File: config.mk
export PLATFORM = sky130hd
export DESIGN_NAME = safety_input_monitor
export DESIGN_NICKNAME = d
export VERILOG_FILES = /design/src/core/safety_pkg.sv /design/src/core/safety_input_monitor.sv
export VERILOG_INCLUDE_DIRS = /design/src /design/src/core
export SDC_FILE = /design/constraint.sdc
export NUM_CORES = 1
export LEC_CHECK = 0
export BUFFER_PORTS_ARGS = -buffer_cell sky130_fd_sc_hd__buf_4
export CAP_MARGIN = 25
export CORE_MARGIN = 5
export CORE_UTILIZATION = 40
export DETAILED_ROUTE_END_ITERATION = 8
export PLACE_DENSITY = 0.71
export SYNTH_ARGS = -nofsm -noshare
export SYNTH_HDL_FRONTEND = slang
export SYNTH_SLANG_ARGS = --single-unit
File: constraint.sdc
create_clock -name pclk -period 5.8 [get_ports pclk]
set_input_delay 0.58 -clock pclk [delete_from_list [all_inputs] [get_ports pclk]]
set_output_delay 0.58 -clock pclk [all_outputs]
set_load 0.005 [all_outputs]
File: src/core/safety_map.svh
// register map, field positions and timing figures of the safety monitor
`ifndef SAFETY_MAP_SVH
`define SAFETY_MAP_SVH

// ----------------------------------------------------------------------
// register byte offsets
// ----------------------------------------------------------------------
`define OFS_CTRL        12'h000
`define OFS_STATUS      12'h004
`define OFS_IRQ_STAT    12'h008
`define OFS_IRQ_MASK    12'h00c

// ----------------------------------------------------------------------
// field positions
// ----------------------------------------------------------------------
`define CTRL_RESET_CMD  0
`define ST_ESTOP        0
`define ST_DOOR_OPEN    1
`define ST_DOOR_LATCH   2
`define ST_TEACH_LATCH  3
`define ST_TEACH_ACK    4
`define ST_CRIT_DOOR    5
`define ST_CRIT_STOP    6
`define ST_PROHIBIT     7
`define ST_RELEASE      8
`define IRQ_DOOR_OPEN   0
`define IRQ_ESTOP       1
`define IRQ_TEACH       2
`define IRQ_CRIT_DOOR   3
`define IRQ_CRIT_STOP   4
`define IRQ_W           5

// ----------------------------------------------------------------------
// reset values and timing
// ----------------------------------------------------------------------
`define IRQ_MASK_RST    5'h00
`define DISAGREE_MS     2000
`define CLK_HZ          20000000
`define MS_PER_S        1000

`endif

File: src/core/safety_pkg.sv
// types shared by the safety input monitor
package safety_pkg;
  // gray path: stop -> armed -> run
  typedef enum logic [1:0] {
    STOP_HELD  = 2'b01,
    STOP_ARMED = 2'b11,
    STOP_RUN   = 2'b10
  } stop_state_t;
endpackage

File: src/core/safety_input_monitor.sv
// safety input monitor: door, stop and latch inputs with an apb slave
//
// What this block does
// - door channels that disagree two seconds or longer flag critical error
// - stop channels that disagree two seconds or longer flag critical error
// - door open and teach mode each set their own latched flag
// - latch release open keeps flags; closing it clears them
// - teach latch cleared with door open still leaves operation prohibited
// - door latch clears only if door closed before release closes
// - teach latch clears only if selector in auto before release closes
// - release closure also acknowledges the change into teach mode
// - active stop, also at power up, lights indicator and reports it
// - stop state left only after switch release then reset command
// - door open holds program and prohibits operation
// - floating open inputs read as broken loops, no normal operation
//
// Design decisions made here: the APB interface to the registers and the register offsets.
`timescale 1ns/1ps
`default_nettype none
`include "safety_map.svh"

module safety_input_monitor #(
  parameter int unsigned DISAGREE_CYCLES =
    `DISAGREE_MS * (`CLK_HZ / `MS_PER_S),
  parameter int unsigned TMR_W = 26
) (
  // clock and reset
  input  wire logic        pclk,
  input  wire logic        presetn,
  // apb slave
  input  wire logic        psel,
  input  wire logic        penable,
  input  wire logic        pwrite,
  input  wire logic [11:0] paddr,
  input  wire logic [31:0] pwdata,
  output logic      [31:0] prdata,
  output logic             pready,
  output logic             pslverr,
  // safety contacts, high = contact closed
  input  wire logic        door_channel_one_a,
  input  wire logic        door_channel_two_a,
  input  wire logic        stop_loop_one_pos,
  input  wire logic        stop_loop_two_pos,
  input  wire logic        door_latch_clear_a,
  input  wire logic        door_latch_clear_b,
  input  wire logic        teach_selected,
  // safety outputs
  output logic             estop_indicator,
  output logic             operation_prohibited,
  output logic             program_hold,
  output logic             critical_error,
  output logic             irq
);
  import safety_pkg::*;

  // ----------------------------------------------------------------------
  // input synchronisers
  // ----------------------------------------------------------------------
  localparam int NIN = 6;
  logic [NIN-1:0] raw;
  logic [NIN-1:0] s1_q;
  logic [NIN-1:0] s2_q;
  logic [NIN-1:0] s3_q;
  logic [NIN-1:0] flt_q;

  assign raw = {teach_selected, door_latch_clear_a & door_latch_clear_b,
                stop_loop_two_pos, stop_loop_one_pos,
                door_channel_two_a, door_channel_one_a};

  // all-zero reset: unconnected contacts look open, so loops read broken
  always_ff @(posedge pclk or negedge presetn) begin
    if (!presetn) begin
      s1_q <= '0;
      s2_q <= '0;
      s3_q <= '0;
    end else begin
      s1_q <= raw;
      s2_q <= s1_q;
      s3_q <= s2_q;
    end
  end

  // a change counts once the second and third stage agree
  always_ff @(posedge pclk or negedge presetn) begin
    if (!presetn) begin
      flt_q <= '0;
    end else begin
      for (int i = 0; i < NIN; i++) begin
        if (s2_q[i] == s3_q[i]) begin
          flt_q[i] <= s3_q[i];
        end
      end
    end
  end

  logic door_a, door_b, stop_a, stop_b, release_closed, teach_mode;
  assign door_a         = flt_q[0];
  assign door_b         = flt_q[1];
  assign stop_a         = flt_q[2];
  assign stop_b         = flt_q[3];
  assign release_closed = flt_q[4];
  assign teach_mode     = flt_q[5];

  logic door_open, stop_pressed;
  assign door_open    = !(door_a && door_b);
  assign stop_pressed = !(stop_a && stop_b);

  // ----------------------------------------------------------------------
  // apb decode
  // ----------------------------------------------------------------------
  logic        wr_en;
  logic        reset_cmd;
  logic [31:0] wdata;
  assign wr_en = psel && penable && pready && pwrite;
  assign wdata = pwdata;
  assign reset_cmd = wr_en && (paddr == `OFS_CTRL)
                     && wdata[`CTRL_RESET_CMD];

  // ----------------------------------------------------------------------
  // channel disagreement timers, pair 0 door, pair 1 stop
  // ----------------------------------------------------------------------
  logic [1:0]       mismatch;
  logic [1:0]       crit_q;
  logic [1:0]       crit_rise;
  logic [TMR_W-1:0] tmr_q [2];
  assign mismatch = {stop_a ^ stop_b, door_a ^ door_b};

  for (genvar p = 0; p < 2; p++) begin : g_pair
    always_ff @(posedge pclk or negedge presetn) begin
      if (!presetn) begin
        tmr_q[p] <= '0;
      end else if (!mismatch[p]) begin
        tmr_q[p] <= '0;
      end else if (tmr_q[p] != TMR_W'(DISAGREE_CYCLES)) begin
        tmr_q[p] <= tmr_q[p] + 1'b1;
      end
    end

    assign crit_rise[p] = mismatch[p] && !crit_q[p] &&
      (tmr_q[p] == TMR_W'(DISAGREE_CYCLES - 1));

    // error stays until a reset command while the pair agrees
    always_ff @(posedge pclk or negedge presetn) begin
      if (!presetn) begin
        crit_q[p] <= 1'b0;
      end else if (crit_rise[p]) begin
        crit_q[p] <= 1'b1;
      end else if (reset_cmd && !mismatch[p]) begin
        crit_q[p] <= 1'b0;
      end
    end
  end

  // ----------------------------------------------------------------------
  // latch release edge
  // ----------------------------------------------------------------------
  logic release_q;
  logic release_close;
  always_ff @(posedge pclk or negedge presetn) begin
    if (!presetn) begin
      release_q <= 1'b0;
    end else begin
      release_q <= release_closed;
    end
  end
  assign release_close = release_closed && !release_q;

  // ----------------------------------------------------------------------
  // door and teach latches
  // ----------------------------------------------------------------------
  logic door_latch_q, teach_latch_q, teach_ack_q;

  // set wins over clear; a closed release only clears on its closing edge
  always_ff @(posedge pclk or negedge presetn) begin
    if (!presetn) begin
      door_latch_q <= 1'b1;
    end else if (door_open) begin
      door_latch_q <= 1'b1;
    end else if (release_close) begin
      door_latch_q <= 1'b0;
    end
  end

  always_ff @(posedge pclk or negedge presetn) begin
    if (!presetn) begin
      teach_latch_q <= 1'b0;
    end else if (teach_mode) begin
      teach_latch_q <= 1'b1;
    end else if (release_close) begin
      teach_latch_q <= 1'b0;
    end
  end

  always_ff @(posedge pclk or negedge presetn) begin
    if (!presetn) begin
      teach_ack_q <= 1'b0;
    end else if (!teach_mode) begin
      teach_ack_q <= 1'b0;
    end else if (release_close) begin
      teach_ack_q <= 1'b1;
    end
  end

  // ----------------------------------------------------------------------
  // emergency stop state
  // ----------------------------------------------------------------------
  stop_state_t stop_q;
  always_ff @(posedge pclk or negedge presetn) begin
    if (!presetn) begin
      stop_q <= STOP_HELD;
    end else begin
      case (stop_q)
        STOP_HELD: begin
          if (!stop_pressed) begin
            stop_q <= STOP_ARMED;
          end
        end
        STOP_ARMED: begin
          if (stop_pressed) begin
            stop_q <= STOP_HELD;
          end else if (reset_cmd) begin
            stop_q <= STOP_RUN;
          end
        end
        STOP_RUN: begin
          if (stop_pressed) begin
            stop_q <= STOP_HELD;
          end
        end
        default: stop_q <= STOP_HELD;
      endcase
    end
  end

  logic estop_active;
  assign estop_active = (stop_q != STOP_RUN);

  // ----------------------------------------------------------------------
  // safety outputs
  // ----------------------------------------------------------------------
  logic prohibit;
  // teach latch alone does not prohibit; an open door still does
  assign prohibit = estop_active || door_open || door_latch_q ||
                    (|crit_q);

  always_ff @(posedge pclk or negedge presetn) begin
    if (!presetn) begin
      estop_indicator      <= 1'b1;
      operation_prohibited <= 1'b1;
      program_hold         <= 1'b1;
      critical_error       <= 1'b0;
    end else begin
      estop_indicator      <= estop_active;
      operation_prohibited <= prohibit;
      program_hold         <= door_open;
      critical_error       <= |crit_q;
    end
  end

  // ----------------------------------------------------------------------
  // interrupt status and mask
  // ----------------------------------------------------------------------
  logic [`IRQ_W-1:0] irq_ev;
  logic [`IRQ_W-1:0] irq_stat_q;
  logic [`IRQ_W-1:0] irq_mask_q;
  logic              door_open_q;
  logic              estop_q;
  logic              teach_q;

  always_ff @(posedge pclk or negedge presetn) begin
    if (!presetn) begin
      door_open_q <= 1'b1;
      estop_q     <= 1'b1;
      teach_q     <= 1'b0;
    end else begin
      door_open_q <= door_open;
      estop_q     <= estop_active;
      teach_q     <= teach_latch_q;
    end
  end

  always_comb begin
    irq_ev                 = '0;
    irq_ev[`IRQ_DOOR_OPEN] = door_open && !door_open_q;
    irq_ev[`IRQ_ESTOP]     = estop_active && !estop_q;
    irq_ev[`IRQ_TEACH]     = teach_latch_q && !teach_q;
    irq_ev[`IRQ_CRIT_DOOR] = crit_rise[0];
    irq_ev[`IRQ_CRIT_STOP] = crit_rise[1];
  end

  // an event in the clearing cycle survives the write-one-to-clear
  always_ff @(posedge pclk or negedge presetn) begin
    if (!presetn) begin
      irq_stat_q <= '0;
    end else if (wr_en && paddr == `OFS_IRQ_STAT) begin
      irq_stat_q <= (irq_stat_q & ~wdata[`IRQ_W-1:0]) | irq_ev;
    end else begin
      irq_stat_q <= irq_stat_q | irq_ev;
    end
  end

  always_ff @(posedge pclk or negedge presetn) begin
    if (!presetn) begin
      irq_mask_q <= `IRQ_MASK_RST;
    end else if (wr_en && paddr == `OFS_IRQ_MASK) begin
      irq_mask_q <= wdata[`IRQ_W-1:0];
    end
  end

  always_ff @(posedge pclk or negedge presetn) begin
    if (!presetn) begin
      irq <= 1'b0;
    end else begin
      irq <= |(irq_stat_q & irq_mask_q);
    end
  end

  // ----------------------------------------------------------------------
  // apb read path, no wait state
  // ----------------------------------------------------------------------
  logic [31:0] status_word;
  logic [31:0] rd_d;
  logic        mapped;

  always_comb begin
    status_word                  = '0;
    status_word[`ST_ESTOP]       = estop_active;
    status_word[`ST_DOOR_OPEN]   = door_open;
    status_word[`ST_DOOR_LATCH]  = door_latch_q;
    status_word[`ST_TEACH_LATCH] = teach_latch_q;
    status_word[`ST_TEACH_ACK]   = teach_ack_q;
    status_word[`ST_CRIT_DOOR]   = crit_q[0];
    status_word[`ST_CRIT_STOP]   = crit_q[1];
    status_word[`ST_PROHIBIT]    = prohibit;
    status_word[`ST_RELEASE]     = release_closed;
  end

  always_comb begin
    rd_d   = '0;
    mapped = 1'b1;
    case (paddr)
      `OFS_CTRL:     rd_d = '0;
      `OFS_STATUS:   rd_d = status_word;
      `OFS_IRQ_STAT: rd_d = {{(32-`IRQ_W){1'b0}}, irq_stat_q};
      `OFS_IRQ_MASK: rd_d = {{(32-`IRQ_W){1'b0}}, irq_mask_q};
      default:       mapped = 1'b0;
    endcase
  end

  // data captured in setup, presented with pready in the access phase
  always_ff @(posedge pclk or negedge presetn) begin
    if (!presetn) begin
      prdata  <= '0;
      pready  <= 1'b0;
      pslverr <= 1'b0;
    end else begin
      pready  <= psel && !penable;
      pslverr <= psel && !penable && !mapped;
      if (psel && !penable && !pwrite) begin
        prdata <= rd_d;
      end
    end
  end

endmodule // safety_input_monitor

`default_nettype wire

After elaboration in Yosys (flattened, before gate mapping) --
Index checks and enable logic that the tools add are counted.
Storage, ports and cells: register bits 134, latch bits 0, bits in writable memories 0, bits in read-only memories 0, input port bits 56, logic and storage cells 129, memories 0
Cells by class: add/sub/neg operators 2, $mul 0, div/mod/pow operators 0, order comparisons 0, eq/ne operators 24, shift operators 0, multiplexer cells 21, bitwise logic cells 8, reductions and logical operators 45
Operator list (number):
- $mux 26 | 4
- $add 26x1->26 const B | 2
- $eq 26x26->1 const B | 2
- $ne 26x26->1 const B | 2
- $pmux 9 s3 | 1
- $eq 12x4->1 const B | 2
- $logic_and 1x1->1 | 22
- $eq 12x3->1 const B | 1
- $logic_not 1->1 | 12
- $logic_not 12->1 | 1
- $and 5x5->5 | 2
- $mux 1 | 10
- $or 5x5->5 | 2
- $mux 2 | 4
- $ne 2x2->1 const B | 4
- $eq 1x1->1 | 6
- $ne 2x1->1 const B | 3
- $pmux 2 s3 | 1
- $reduce_bool 2->1 | 3
- $mux 5 | 1
- $not 5->5 | 1
- $reduce_or 5->1 | 1
- $eq 2x2->1 const B | 2
- $reduce_or 4->1 | 1
- other kinds (7) | 10

Depth between registers and ports, before layout --
depth in word-level cells 8, mapped depth 6, mapped depth without buffers 6

Worst setup path before layout --
OpenSTA, ideal clock, no wires.
kind input -> register, start point in paddr[1], end point reg irq_mask_q[0], setup time 125 ps, arrival 2005 ps, data required time 5675 ps, setup slack 3670 ps, stages 4, buffers on the path 0, cells stage by stage or4_1 > nor4_4 > nand3_4 > mux2_2
Between the ends: cells in the longest elaborated chain, start to end 2
Ends and longest elaborated chain:
- start: declaration | line safety_input_monitor.sv:34 | input wire logic [11:0] paddr,
- $eq 12x4->1
- $logic_and 1x1->1 (no source line)
- end signal: assignment | line safety_input_monitor.sv:304 | irq_mask_q <= `IRQ_MASK_RST;
- end signal: assignment | line safety_input_monitor.sv:306 | irq_mask_q <= wdata[`IRQ_W-1:0];
- end: declaration | line safety_input_monitor.sv:265 | logic [`IRQ_W-1:0] irq_mask_q;
No other way between the ends. A chain may end at the register's enable or synchronous reset.

Final worst setup path --
start point reg flt_q[3], end point reg irq_stat_q[4]
Between the ends: cells in the longest elaborated chain, start to end 5, elaborated cells between the ends (all ways) 6
Ends and longest elaborated chain:
- start: declaration | line safety_input_monitor.sv:64 | logic [NIN-1:0] flt_q;
- start signal: indexed assignment | line safety_input_monitor.sv:90 | flt_q[i] <= s3_q[i];
- $xor 1x1->1 (*) | line safety_input_monitor.sv:126 | assign mismatch = {stop_a ^ stop_b, door_a ^ door_b};
- $logic_and 1x1->1 (*) (2 in series) | line safety_input_monitor.sv:139 | assign crit_rise[p] = mismatch[p] && !crit_q[p] &&
- $or 5x5->5, on equally long branches | line safety_input_monitor.sv:298, safety_input_monitor.sv:296
- $mux 5 (*) | line safety_input_monitor.sv:295 | end else if (wr_en && paddr == `OFS_IRQ_STAT) begin
- end signal: assignment | line safety_input_monitor.sv:296 | irq_stat_q <= (irq_stat_q & ~wdata[`IRQ_W-1:0]) | irq_ev;
- end signal: assignment | line safety_input_monitor.sv:298 | irq_stat_q <= irq_stat_q | irq_ev;
- end: declaration | line safety_input_monitor.sv:264 | logic [`IRQ_W-1:0] irq_stat_q;
Mark *: on every way between the ends. The rest lies on a longest branch, timed or not.

==> results.json <==
{
  "status": "complete, no violations",
  "synth_cells": 500,
  "insertion_delay_ns": 0.35,
  "finalPower_mw": 1.58,
  "fin_nets": 599,
  "hold_viol_final": 0,
  "crit_arrival_ns": 2.82,
  "timing.final.crit_share_pct": 44.0,
  "fin_util_pct": 45.7,
  "grt_use_met3_pct": 3.54,
  "first_global_vias": 3921,
  "die-height_um": 125,
  "hp-class": "in2async",
  "cp_common_cell": "or4_1",
  "layout_commonest_cell": "dfrtp_1",
  "path_cells": "ha_1, inv_1, or4_1, or4_1, o21ai_0",
  "cts_hold_buf": 0,
  "gp_congestion": 0.824,
  "htree_levels": 3,
  "grtUsageMet1_pct": 18.4,
  "critPathBufInv": 1,
  "clock-sinks": 111,
  "setup_tns_ns": 0,
  "fmax_mhz": 391,
  "vias_per_cell": 5.41,
  "finalClockSkew_ns": 0.0129,
  "critical_path_class": "reg2reg",
  "cts_max_path_buffers": 2,
  "synth_edf_count": 0,
  "relSlewSlack_pct": 46.9,
  "overflow": 0,
  "finalSetupViolations": 0,
  "worst_setup_path_start_kind": "register",
  "grt_max_degree": 59,
  "antenna_found_initial": 0,
  "dr.pass1.iters": 4,
  "yosysSeqAreaShare_pct": 52.5,
  "num_rows": 42,
  "post_cts_resized": 0,
  "start_util_pct": 40.4,
  "crit_fanout": 24,
  "ys.warnings.count": 0,
  "drv_slew": 0,
  "synth_area_um2": 5300,
  "synth-seq-cells": 111,
  "drt-total-wl_um": 10900,
  "grt_setup_unrepaired": "no",
  "avgSynthCellArea_um2": 10.6,
  "top_level_ports": 95,
  "max-vdd-ir-drop_v": 0.000147,
  "dr_total_vias": 3883,
  "met2_usage_pct": 24.2,
  "p_leak_nw": 2.55,
  "cts_tree": "done",
  "grtUsageTotal_pct": 14.1,
  "drc": 0,
  "core_area_um2": 13100,
  "power.density_nw_per_um2": 264,
  "mostFrequentLayoutCells": "106 x dfrtp_1, 45 x buf_4, 39 x nand2_1",
  "dp_hpwl_um": 7620,
  "syn2layout_area_growth_pct": 13.3,
  "hold_ws_ns": 0.272,
  "die-width_um": 125,
  "detail-route-antenna-nets": 0,
  "crit_family": "simple AND/OR/NAND/NOR gates",
  "clkSlewWorstSetupHoldPaths_ns": 0.08,
  "cts_root_buffer": "clkbuf_16",
  "grt_pass1_wl_um": 18800,
  "die_area_um2": 15700,
  "ys.flop_type": "dfrtp_1",
  "synthArstFlopShare_pct": 100,
  "end_kind": "register",
  "critPathRequiredTime_ns": 6.07,
  "wire_per_inst_um": 15.1,
  "diodes": 0,
  "post_cts_buffers": 0,
  "crit_slowest_cell": "or4_1",
  "fin_area_um2": 6010,
  "drt_iter0_drc": 331,
  "cts_buffers": 9,
  "period_minus_slack_ns": 2.55,
  "numPortBuffers": 44,
  "drv_cap": 0,
  "critical-path-max-stage-delay_ns": 0.60,
  "busiest_layer": "met2",
  "drive_gt1_share_pct": 15.7,
  "ys_types": 54,
  "dpl_cell_area_um2": 5700,
  "worst_pin_slew_ns": 0.796
}
[worst register-to-register path: cells and delay by family (launching register included)]
kind                     cells  cell delay [ns]
flip-flops                   1             0.39
AND/OR/NAND/NOR              2             1.12
buffers and inverters        1             0.42
AO/OA/AOI/OAI                1             0.09
adder cells (fa/ha/maj)      1             0.46
[through the flow]
| stage | worst slack [ns] | std cells |
|---|---|---|
| 4_1_cts | 3.25 | 718 |
| 6_report | 3.25 | 718 |
| 3_5_place_dp | 3.32 | 702 |
| 5_1_grt | 3.04 | 718 |
| 2_1_floorplan | 3.67 | 522 |
| 3_3_place_gp | 3.32 | 702 |
[registers in the layout (all words and copies together) (netlist names), 2 cells and up]
signal	flops
tmr_q	52
prdata	9
flt_q	6
s1_q	6
s2_q	6
s3_q	6
irq_mask_q	5
irq_stat_q	5
crit_q	2
stop_q	2
[cells by family after synthesis]
kind of cell / share of synthesized area, %
AND/OR/NAND/NOR: 22.7
flip-flops: 52.5
multiplexers: 3.04
adder cells (fa/ha/maj): 2.55
AO/OA/AOI/OAI: 10.2
other: 0.0707
buffers and inverters: 5.85
XOR/XNOR: 3.14
[path summary, 6_finish.rpt]
kind | startpoint | end | slack, ns | cells past startpoint
worst max-delay path | flt_q[3] | irq_stat_q[4] | 3.25 | 5
worst min-delay path | presetn | s3_q[2] | 0.27 | 1
worst max register to register | flt_q[3] | irq_stat_q[4] | 3.25 | 5
worst min register to register | s1_q[2] | s2_q[2] | 0.35 | 0
max in group asynchronous | presetn | crit_q[0] | 4.36 | 2
min in group pclk | teach_selected | s1_q[5] | 0.33 | 1
[where the power goes]
group	internal, mW	switching (mW)	total [mW]
registers	0.801	0.0288	0.830
clock network	0.309	0.305	0.614
logic	0.0519	0.0884	0.140
total	1.16	0.422	1.58
[per-layer routing]
layer | vias to the layer above | wire, um | part of all wire [%]
met5 | - | 0 | 0
met4 | 0 | 41 | 0.38
met3 | 4 | 468 | 4.3
met2 | 79 | 5460 | 50
met1 | 1942 | 4880 | 45
li1 | 1858 | - | -
[Yosys cell counts, drive strengths merged (6+ instances only)]
library cell | number | share of area [%]
maj3 | 6 | 1.1
mux2 | 9 | 1.9
nand4 | 17 | 2.0
and2 | 6 | 0.71
nand3 | 24 | 2.6
clkbuf | 13 | 0.92
or3 | 6 | 0.73
ha | 6 | 1.4
nand2 | 39 | 2.8
nand2b | 12 | 1.4
or4 | 23 | 3.3
inv | 17 | 1.2
xor2 | 15 | 2.5
mux2i | 6 | 1.1
a22o | 10 | 1.7
nor3 | 9 | 0.94
and4 | 11 | 1.8
nor2 | 23 | 1.6
buf | 28 | 3.7
dfrtp | 106 | 50
o21ai | 11 | 1.0
nor4 | 10 | 1.5
o31ai | 19 | 2.7
a21oi | 27 | 2.5
[area by class of cell]
class	instances	area, um^2
Fill cell	1249	7130
Sequential cell	111	2780
Multi-Input combinational cell	353	2290
Timing Repair Buffer	45	338
Clock buffer	9	225
Tap cell	176	220
Clock inverter	7	86.3
Inverter	17	63.8
Power figures use the tool's default switching activity.
